===== src/inc/accel_frame_pkg.sv =====
`default_nettype none
package accel_frame_pkg;
    // Frame geometry
    localparam int FRAME_BYTES = 6;
    localparam int FRAME_BITS  = 48;
    // Message types in the low nibble of the command byte
    localparam logic [3:0] MSG_ACCEL  = 4'h1;
    localparam logic [3:0] MSG_STATUS = 4'h2;
    localparam logic [2:0] MSG_RESET  = 3'h1;
    // Command byte fields
    localparam int CMD_SELFTEST_BIT = 6;
    // Status byte positions
    localparam int STAT_SENSOR_BIT  = 7;
    localparam int STAT_ACCY_BIT    = 6;
    localparam int STAT_ACCX_BIT    = 5;
    localparam int STAT_CSUM_BIT    = 4;
    localparam int STAT_SELFTEST    = 3;
    // Self-test settling time
    localparam int SELFTEST_MS      = 35;
    localparam int CLK_HZ           = 125_000_000;
    localparam int SELFTEST_CYC     = (SELFTEST_MS * (CLK_HZ / 1000)) - 1;
    // AXI4-Lite register offsets
    localparam logic [7:0] REG_CTRL   = 8'h00;
    localparam logic [7:0] REG_ACCEL  = 8'h04;
    localparam logic [7:0] REG_TEMP   = 8'h08;
    localparam logic [7:0] REG_FAULT  = 8'h0C;
    localparam logic [7:0] REG_OFFSET = 8'h10;
    localparam logic [7:0] REG_STATUS = 8'h14;
    localparam logic [1:0] RESP_OKAY   = 2'h0;
    localparam logic [1:0] RESP_SLVERR = 2'h2;
    localparam logic [15:0] OFFSET_RST = 16'h0400;
    // Fault flags fed by software
    typedef struct packed {
        logic       otp_parity;
        logic       acc_cap;
        logic       vref_cap;
        logic [1:0] axis;      // Bit 1 X, bit 0 Y
        logic       sensor;
    } fault_t;
endpackage
`default_nettype wire


===== src/core/accel_frame_core.sv =====
// Operation
// - Response payload follows last accepted type, echoed in status bits 2:0.
// - Acceleration data bytes: Y high, Y low, X high, X low.
// - Status response: byte two zero, temperature high then low.
// - Status byte one: axis faults, vref, sense cap, self-test, one.
// - Axis pair bit0 is Y, bit1 is X; one means fail.
// - Byte one bit 2 flags OTP parity failure.
// - Byte one bit 1 flags bad checksum on previous input.
// - Sixth byte is inverted low byte of sum of first five.
// - Bad-checksum frames are discarded and flagged in next status.
// - After a rejected frame keep the last good message type.
// - Power-up selects the acceleration response type.
// - Freeze data, compute checksum, then load the shift register.
// - Self-test adds a fixed offset to both acceleration outputs.
// - Offset fully applied within 35 ms of request.
// - Six bytes each way, MSB first.
// - Slave only, clock polarity zero, phase zero.
// - Measurement words are two's complement, high byte first.
//
// Chosen here: the AXI4-Lite interface to the registers and the register addresses.
`timescale 1ns/100ps
`default_nettype none
module accel_frame_core #(
    parameter int SETTLE_CYC = accel_frame_pkg::SELFTEST_CYC
) (
    input  wire logic        clk_sys_i,
    input  wire logic        srst_i,
    // Serial link pins
    input  wire logic        sclk_i,
    input  wire logic        sel_n_i,
    input  wire logic        mosi_i,
    output logic             miso_o,
    output logic             miso_oe_o,
    // AXI4-Lite slave
    input  wire logic [7:0]  s_axi_awaddr,
    input  wire logic        s_axi_awvalid,
    output logic             s_axi_awready,
    input  wire logic [31:0] s_axi_wdata,
    input  wire logic [3:0]  s_axi_wstrb,
    input  wire logic        s_axi_wvalid,
    output logic             s_axi_wready,
    output logic [1:0]       s_axi_bresp,
    output logic             s_axi_bvalid,
    input  wire logic        s_axi_bready,
    input  wire logic [7:0]  s_axi_araddr,
    input  wire logic        s_axi_arvalid,
    output logic             s_axi_arready,
    output logic [31:0]      s_axi_rdata,
    output logic [1:0]       s_axi_rresp,
    output logic             s_axi_rvalid,
    input  wire logic        s_axi_rready
);

    // ==========================================================
    // Pin synchronisers
    // ==========================================================
    logic [1:0] sclk_s_r;
    logic [1:0] sel_s_r;
    logic [1:0] mosi_s_r;
    logic       sclk_d_r;

    // Second stage only feeds logic; first stage feeds nothing else
    always_ff @(posedge clk_sys_i) begin
        sclk_s_r <= {sclk_s_r[0], sclk_i};
        sel_s_r  <= {sel_s_r[0], sel_n_i};
        mosi_s_r <= {mosi_s_r[0], mosi_i};
        sclk_d_r <= sclk_s_r[1];
    end

    wire sclk_q   = sclk_s_r[1];
    wire selected = ~sel_s_r[1];
    wire rise     = selected & sclk_q & ~sclk_d_r;
    wire fall     = selected & ~sclk_q & sclk_d_r;

    // ==========================================================
    // Register file
    // ==========================================================
    logic [15:0]                 accel_y_r;
    logic [15:0]                 accel_x_r;
    logic [15:0]                 temp_r;
    logic [15:0]                 offset_r;
    accel_frame_pkg::fault_t     fault_r;
    logic                        selftest_r;
    logic                        settled_r;
    logic                        csum_err_r;
    logic [2:0]                  msg_type_r;
    logic [$clog2(SETTLE_CYC+2)-1:0] settle_cnt_r;

    // Write channel: take address and data in either order
    logic        aw_hold_r;
    logic        w_hold_r;
    logic [7:0]  awaddr_r;
    logic [31:0] wdata_r;
    assign s_axi_awready = ~aw_hold_r & ~s_axi_bvalid;
    assign s_axi_wready  = ~w_hold_r & ~s_axi_bvalid;
    wire aw_now   = aw_hold_r | (s_axi_awvalid & s_axi_awready);
    wire w_now    = w_hold_r | (s_axi_wvalid & s_axi_wready);
    wire [7:0]  wa = aw_hold_r ? awaddr_r : s_axi_awaddr;
    wire [31:0] wd = w_hold_r ? wdata_r : s_axi_wdata;
    wire do_wr    = aw_now & w_now & ~s_axi_bvalid;
    wire wr_ctrl  = do_wr && wa == accel_frame_pkg::REG_CTRL;
    wire wr_accel = do_wr && wa == accel_frame_pkg::REG_ACCEL;
    wire wr_temp  = do_wr && wa == accel_frame_pkg::REG_TEMP;
    wire wr_fault = do_wr && wa == accel_frame_pkg::REG_FAULT;
    wire wr_off   = do_wr && wa == accel_frame_pkg::REG_OFFSET;
    wire wr_hit   = wr_ctrl | wr_accel | wr_temp | wr_fault | wr_off;

    always_ff @(posedge clk_sys_i) begin
        if (srst_i) begin
            aw_hold_r    <= 1'b0;
            w_hold_r     <= 1'b0;
            awaddr_r     <= 8'h00;
            wdata_r      <= 32'h0000_0000;
            s_axi_bvalid <= 1'b0;
            s_axi_bresp  <= accel_frame_pkg::RESP_OKAY;
        end else begin
            if (s_axi_awvalid & s_axi_awready & ~do_wr) begin
                aw_hold_r <= 1'b1;
                awaddr_r  <= s_axi_awaddr;
            end
            if (s_axi_wvalid & s_axi_wready & ~do_wr) begin
                w_hold_r <= 1'b1;
                wdata_r  <= s_axi_wdata;
            end
            if (do_wr) begin
                aw_hold_r    <= 1'b0;
                w_hold_r     <= 1'b0;
                s_axi_bvalid <= 1'b1;
                s_axi_bresp  <= wr_hit ? accel_frame_pkg::RESP_OKAY
                                       : accel_frame_pkg::RESP_SLVERR;
            end else if (s_axi_bready) begin
                s_axi_bvalid <= 1'b0;
            end
        end
    end

    // Sensor values and faults; byte strobes ignored, full words only
    always_ff @(posedge clk_sys_i) begin
        if (srst_i) begin
            accel_y_r <= 16'h0000;
            accel_x_r <= 16'h0000;
            temp_r    <= 16'h0000;
            fault_r   <= '0;
            offset_r  <= accel_frame_pkg::OFFSET_RST;
        end else begin
            if (wr_accel) begin
                accel_y_r <= wd[31:16];
                accel_x_r <= wd[15:0];
            end
            if (wr_temp) temp_r <= wd[15:0];
            if (wr_fault) fault_r <= wd[5:0];
            if (wr_off) offset_r <= wd[15:0];
        end
    end

    // Read channel
    wire [31:0] rd_mux =
        (s_axi_araddr == accel_frame_pkg::REG_ACCEL)  ? {accel_y_r, accel_x_r} :
        (s_axi_araddr == accel_frame_pkg::REG_TEMP)   ? {16'h0000, temp_r} :
        (s_axi_araddr == accel_frame_pkg::REG_FAULT)  ? {26'h0, fault_r} :
        (s_axi_araddr == accel_frame_pkg::REG_OFFSET) ? {16'h0000, offset_r} :
        (s_axi_araddr == accel_frame_pkg::REG_STATUS) ?
            {26'h0, settled_r, selftest_r, csum_err_r, msg_type_r} :
        32'h0000_0000;
    wire rd_hit = s_axi_araddr == accel_frame_pkg::REG_ACCEL
               || s_axi_araddr == accel_frame_pkg::REG_TEMP
               || s_axi_araddr == accel_frame_pkg::REG_FAULT
               || s_axi_araddr == accel_frame_pkg::REG_OFFSET
               || s_axi_araddr == accel_frame_pkg::REG_STATUS
               || s_axi_araddr == accel_frame_pkg::REG_CTRL;
    assign s_axi_arready = ~s_axi_rvalid;

    always_ff @(posedge clk_sys_i) begin
        if (srst_i) begin
            s_axi_rvalid <= 1'b0;
            s_axi_rdata  <= 32'h0000_0000;
            s_axi_rresp  <= accel_frame_pkg::RESP_OKAY;
        end else if (s_axi_arvalid & s_axi_arready) begin
            s_axi_rvalid <= 1'b1;
            s_axi_rdata  <= rd_mux;
            s_axi_rresp  <= rd_hit ? accel_frame_pkg::RESP_OKAY
                                   : accel_frame_pkg::RESP_SLVERR;
        end else if (s_axi_rready) begin
            s_axi_rvalid <= 1'b0;
        end
    end

    // ==========================================================
    // Serial receive and command check
    // ==========================================================
    logic [47:0] rx_r;
    logic [5:0]  bit_cnt_r;
    logic [47:0] tx_r;

    wire [47:0] rx_full = {rx_r[46:0], mosi_s_r[1]};
    wire [9:0]  rx_sum = 10'(rx_full[47:40]) + 10'(rx_full[39:32]) + 10'(rx_full[31:24])
                       + 10'(rx_full[23:16]) + 10'(rx_full[15:8]);
    wire [7:0]  rx_csum = ~rx_sum[7:0];
    wire frame_done = rise && bit_cnt_r == 6'(accel_frame_pkg::FRAME_BITS - 1);
    wire csum_ok    = rx_csum == rx_full[7:0];
    wire [3:0] cmd_type = rx_full[43:40];
    wire type_known = cmd_type == accel_frame_pkg::MSG_ACCEL
                   || cmd_type == accel_frame_pkg::MSG_STATUS;

    // Shift in on rising edges, count bits within the select window
    always_ff @(posedge clk_sys_i) begin
        if (srst_i || !selected) begin
            bit_cnt_r <= 6'h00;
            rx_r      <= 48'h0;
        end else if (rise) begin
            rx_r      <= rx_full;
            bit_cnt_r <= frame_done ? 6'h00 : bit_cnt_r + 6'h01;
        end
    end

    // Command decode: good frames update self-test and, for known types, type; bad ones only flag
    always_ff @(posedge clk_sys_i) begin
        if (srst_i) begin
            msg_type_r <= accel_frame_pkg::MSG_RESET;
            selftest_r <= 1'b0;
            csum_err_r <= 1'b0;
        end else if (frame_done) begin
            csum_err_r <= ~csum_ok;
            if (csum_ok) begin
                selftest_r <= rx_full[40 + accel_frame_pkg::CMD_SELFTEST_BIT];
                if (type_known) msg_type_r <= cmd_type[2:0];
            end
        end else if (wr_ctrl) begin
            selftest_r <= wd[0];
        end
    end

    // ==========================================================
    // Self-test settle timer
    // ==========================================================
    // offset applied at once, settle flag within the limit
    always_ff @(posedge clk_sys_i) begin
        if (srst_i || !selftest_r) begin
            settle_cnt_r <= '0;
            settled_r    <= 1'b0;
        end else if (settle_cnt_r < ($bits(settle_cnt_r))'(SETTLE_CYC)) begin
            settle_cnt_r <= settle_cnt_r + 1'b1;
        end else begin
            settled_r <= 1'b1;
        end
    end

    // offset on both axes, two's complement
    wire [15:0] acc_y_out = selftest_r ? 16'(accel_y_r + offset_r) : accel_y_r;
    wire [15:0] acc_x_out = selftest_r ? 16'(accel_x_r + offset_r) : accel_x_r;

    // ==========================================================
    // Response assembly
    // ==========================================================
    // status payload byte one
    wire [7:0] stat_b1 = {fault_r.axis, fault_r.vref_cap, fault_r.acc_cap,
                          selftest_r, fault_r.otp_parity, csum_err_r, 1'b1};
    wire is_status = msg_type_r == accel_frame_pkg::MSG_STATUS[2:0];
    wire [31:0] data_sel = is_status ? {stat_b1, 8'h00, temp_r}
                                     : {acc_y_out, acc_x_out};
    wire [7:0] head = {fault_r.sensor, fault_r.axis[0], fault_r.axis[1],
                       csum_err_r, selftest_r, msg_type_r};

    logic [31:0] data_frz_r;
    logic [7:0]  csum_r;
    logic [31:0] data_stg_r;
    logic        sel_d_r;
    wire frame_start = selected & ~sel_d_r;
    wire [9:0] tx_sum = 10'(head) + 10'(data_stg_r[31:24]) + 10'(data_stg_r[23:16])
                      + 10'(data_stg_r[15:8]) + 10'(data_stg_r[7:0]);

    // freeze data, checksum it, then keep both as one pair so a load is consistent while head is stable
    always_ff @(posedge clk_sys_i) begin
        if (srst_i) begin
            data_stg_r <= 32'h0;
            data_frz_r <= 32'h0;
            csum_r     <= 8'h00;
            sel_d_r    <= 1'b0;
        end else begin
            sel_d_r <= selected;
            if (!selected) begin
                data_stg_r <= data_sel;
                data_frz_r <= data_stg_r;
                csum_r     <= ~tx_sum[7:0];
            end
        end
    end

    // Transmit: load on select, shift on falling edge, MSB first
    always_ff @(posedge clk_sys_i) begin
        if (srst_i) begin
            tx_r <= 48'h0;
        end else if (frame_start) begin
            tx_r <= {head, data_frz_r, csum_r};
        end else if (fall) begin
            tx_r <= {tx_r[46:0], 1'b0};
        end
    end

    assign miso_o    = tx_r[47];
    assign miso_oe_o = selected;

    // ==========================================================
    // Checks
    // ==========================================================
    property p_frame_flag;
        @(posedge clk_sys_i) disable iff (srst_i)
        frame_done |=> csum_err_r == $past(~csum_ok);
    endproperty
    a_frame_flag: assert property (p_frame_flag) else $error("checksum flag wrong");

    property p_keep_type;
        @(posedge clk_sys_i) disable iff (srst_i)
        (frame_done && !csum_ok) |=> $stable(msg_type_r);
    endproperty
    a_keep_type: assert property (p_keep_type) else $error("type changed on bad frame");

    property p_take_type;
        @(posedge clk_sys_i) disable iff (srst_i)
        (frame_done && csum_ok && type_known) |=> msg_type_r == $past(cmd_type[2:0]);
    endproperty
    a_take_type: assert property (p_take_type) else $error("type not taken");

    property p_head_type;
        @(posedge clk_sys_i) disable iff (srst_i)
        frame_start |=> tx_r[42:40] == $past(msg_type_r);
    endproperty
    a_head_type: assert property (p_head_type) else $error("status type bits wrong");

    property p_csum_load;
        @(posedge clk_sys_i) disable iff (srst_i)
        (frame_start && $stable(head)) |=> 8'(tx_r[47:40] + tx_r[39:32] + tx_r[31:24]
                          + tx_r[23:16] + tx_r[15:8] + tx_r[7:0]) == 8'hFF;
    endproperty
    a_csum_load: assert property (p_csum_load) else $error("output checksum wrong");

    property p_reset_type;
        @(posedge clk_sys_i) srst_i |=> msg_type_r == accel_frame_pkg::MSG_RESET;
    endproperty
    a_reset_type: assert property (p_reset_type) else $error("reset type not accel");

    property p_stat_byte2;
        @(posedge clk_sys_i) disable iff (srst_i)
        is_status |-> data_sel[23:16] == 8'h00 && data_sel[15:0] == temp_r;
    endproperty
    a_stat_byte2: assert property (p_stat_byte2) else $error("status byte two wrong");

    property p_offset;
        @(posedge clk_sys_i) disable iff (srst_i)
        (selftest_r && !is_status) |-> data_sel[31:16] == 16'(accel_y_r + offset_r);
    endproperty
    a_offset: assert property (p_offset) else $error("self-test offset missing");

    property p_shift;
        @(posedge clk_sys_i) disable iff (srst_i)
        (fall && !frame_start) |=> tx_r[47:1] == $past(tx_r[46:0]);
    endproperty
    a_shift: assert property (p_shift) else $error("shift order wrong");

endmodule
`default_nettype wire


===== config.mk =====
export PLATFORM = sky130hd
export DESIGN_NAME = accel_frame_core
export DESIGN_NICKNAME = d
export VERILOG_FILES = /design/src/inc/accel_frame_pkg.sv /design/src/core/accel_frame_core.sv
export SDC_FILE = /design/constraint.sdc
export NUM_CORES = 1
export LEC_CHECK = 0
export BUFFER_PORTS_ARGS = -buffer_cell sky130_fd_sc_hd__buf_2
export CAP_MARGIN = 20
export CORE_ASPECT_RATIO = 0.8
export CORE_MARGIN = 2
export CORE_UTILIZATION = 43
export DETAILED_ROUTE_END_ITERATION = 7
export MAX_ROUTING_LAYER = met4
export PLACE_DENSITY = 0.61
export SLEW_MARGIN = 40
export SYNTH_ARGS = -nofsm -noshare
export SYNTH_HDL_FRONTEND = slang
export SYNTH_SLANG_ARGS = --single-unit

===== constraint.sdc =====
create_clock -name clk_sys_i -period 4.7 [get_ports clk_sys_i]
set_input_delay 0.705 -clock clk_sys_i [delete_from_list [all_inputs] [get_ports clk_sys_i]]
set_output_delay 0.705 -clock clk_sys_i [all_outputs]
set_load 0.05 [all_outputs]

==> run summary <==
Post-CTS Hold Buffers = 0
Worst hold margin = 0.279 ns
Synth Area in Simple Gates = 15.9%
Minimum clock period = 4.18 ns
Most frequent CP cell = fa_1
Post-route clock period utilization = 88.9%
Slew Viols, Final = 0
Die Wd = 227 um
Final std cells w/o fill = 2,507
Largest net degree at the start of global routing = 99
Most frequent cells in the layout = dfxtp_1, nor2_1, nand2_1
Final hold violations = 0
Largest family of logic cells by synthesized area = compound AO/OA/AOI/OAI gates
Row count = 65
TritonCTS clock tree = built
Initial Utilization = 43.6%
Number of port buffers = 98
Post-route setup slack = 0.521 ns
Die area = 41,500 sq um
Inserted Diodes = 0
Ys flop type = dfxtp_1
Post-Synth XOR/XNOR Area = 3.52%
Synth Instances = 1,909
DR vias = 13,700
Post-DP HPWL = 31,200 um
Gp weighted congestion = 0.913
Cell Chain, Critical Path = fa_1 -> fa_1 -> fa_1 -> ha_1 -> fa_1 -> xnor2_1 -> xnor2_1 -> o31ai_1 -> a311oi_1 -> nand4_1 -> nor4b_4 -> nor3_1 -> a211oi_1
CP Capture Type = flip-flop
Commonest non-fill, non-tap cell in the layout = dfxtp_1
Compound-gate portion of the synthesized area = 17.6%
Flop pwr share = 45.9%
DRC = 0
Multi-input logic area = 9320 sq um
Upper clock frequency limit = 239 MHz
CP Launch Type = flip-flop
DRC marker count from the first detailed-route iteration = 867
Status = finished, final reports clean
Netlist Area Pre-Place = 17,200 sq um
Setup Skew = 0.0211 ns
Crit-path leading delay family = adder cells
CTS Buffer Depth = 3
Die Y = 183 um
First-pass GRT wire length = 72,500 um
P_sw = 1.71 mW
Area share of fa/ha/maj cells after synthesis = 8.40%
Async SR Flop Fraction = 0%
Clock sink count = 358
Share of cells above drive strength 1 = 12.3%
Arr. time, crit path = 4.62 ns
Placeable Area = 39,400 sq um
Hold crit path type = in -> reg
Power Internal = 5.27 mW
Antenna violations before repair = 0
Unique masters post-synth = 72
Reg2reg setup slack = 0.52 ns
Worst path max stage delay = 0.57 ns
Post-synthesis mux area share = 8.66%
Max-capacitance violation count = 0
H-tree depth = 2
Layout Utilization = 49.1%
Comb power frac = 8.6%
GRT overflow = 0
Post-CTS Setup Bufs = 0
Syn. warnings = 0
Dpl cells = 2,440
WL per Instance = 18.1 um
Yosys reg bits = 358
Setup_tns = 0 ns
VDD IR max = 0.344 mV
Total wire length after detailed routing = 45,300 um
Slew Limit Headroom = 45.7%
DRT Pass-1 Iters = 6
Via/cell ratio = 5.45
Slowest cell on crit path = fa_1
Synthesis-to-finish area growth = 12.7%
Area taken by flip-flops and latches = 7170 sq um
Sequential area share after synthesis = 41.8%
Post-synth top area share = 41.8%
P_leak = 7.47 nW
DP Worst Slack = 0.510 ns
Clock-pin transition on the worst setup and hold timing paths = 0.06 ns
Post-CTS Resized = 0
Vias in the first global route = 13,100
Post-synth EDFFs = 0
Max FO, Critical Path = 5
Clock root buffer = clkbuf_16
Post-DRT Antenna Nets = 0
RSZ-0062 raised after global routing = false
Final nets = 2,096
Worst-Skew Late Latency = 0.54 ns
Synthesized area per cell = 8.99 sq um
Tot GR Track Use = 22.6%
Worst Path Buf+Inv = 0
Fillers = 3,779
Clk pwr share = 45.4%
Switch share = 24.5%
Worst-Margin Slew = 0.814 ns
Post-synth top area cell = dfxtp_1
# setup viols final = 0
Area contributors post-synth = dfxtp_1, mux2i_1, nor2_1
CP Data Required Time = 5.14 ns
CTS Buf Count = 38
CP Class = reg -> reg
IO Pins = 105
P per Cell Area = 361 nW/um^2
==> kinds of logic after synthesis <==
group	after synthesis
xor gates and xnor gates	69
muxes	148
AOI/OAI and AO/OA	457
adders and majority gates	90
other	1
and+or+nand+nor	617
buffers and inverters	169
DFF	358
==> synthesized netlist by cell type, types with 4 or more instances <==
cell and n:
a211o_1 7, a211oi_1 105, a211oi_2 9, a21o_1 10, a21oi_1 187, a221oi_1 7
a222oi_1 10, a22o_1 4, a31oi_1 6, and3_1 6, and4_1 4, buf_1 14
buf_2 8, buf_4 4, buf_6 6, clkbuf_1 96, dfxtp_1 358, fa_1 42
ha_1 48, inv_1 39, mux2_2 4, mux2i_1 144, nand2_1 209, nand2b_1 5
nand3_1 37, nand3b_1 5, nand4_1 7, nor2_1 262, nor2b_1 7, nor3_1 29
o211ai_1 5, o21a_1 6, o21ai_0 53, o21bai_1 5, o221a_2 17, o311ai_0 4
o31ai_1 5, or2_0 4, or2_2 6, or3_1 14, xnor2_1 41, xor2_1 28
==> metrics by stage <==
stage	power [mW]	area, sq um
floorplan	3.70	17200
global placement	3.86	18000
detailed placement	3.88	18000
CTS	7.05	19300
global route	7.24	19300
finish	6.98	19300
==> power by group through the flow <==
| stage | Clock (mW) | Sequential, mW | Combinational (mW) |
|---|---|---|---|
| 2_1_floorplan | 0 | 3.29 | 0.410 |
| 3_3_place_gp | 0 | 3.27 | 0.594 |
| 3_5_place_dp | 0 | 3.27 | 0.603 |
| 4_1_cts | 3.24 | 3.21 | 0.607 |
| 5_1_grt | 3.36 | 3.22 | 0.666 |
| 6_report | 3.17 | 3.21 | 0.603 |
==> final timing paths <==
path	cells after the start	end	startpoint
max	13	msg_type_r[0]	rx_r[8]
min	1	sclk_s_r[0]	sclk_i
max reg2reg	13	msg_type_r[0]	rx_r[8]
min reg2reg	0	sel_s_r[1]	sel_s_r[0]
==> state kept, by name, indices dropped and copies added (netlist names), 8 cells and up <==
register      cells
data_stg_r       32
data_frz_r       32
awaddr_r          8
accel_y_r        16
offset_r         16
settle_cnt_r     23
s_axi_rdata      32
wdata_r          32
rx_r             47
csum_r            8
accel_x_r        16
tx_r             48
temp_r           16
==> metal layers <==
layer	track usage [%]	vias to the layer above	wire (um)
met4	8.16	0	1620
met3	3.33	91	2190
met1	30.7	6459	21500
met2	34.3	326	20000
li1	-	6783	-
met5	-	-	0
==> cell type report <==
type	instances	area share, %
clock inverter	10	0.802
clock buffer	57	6.03
timing repair buffer	123	3.65
sequential	358	37.1
multi-input combinational	1383	48.2
inverter	40	0.783
tap	536	3.47
(Power assumes the default switching activity.)
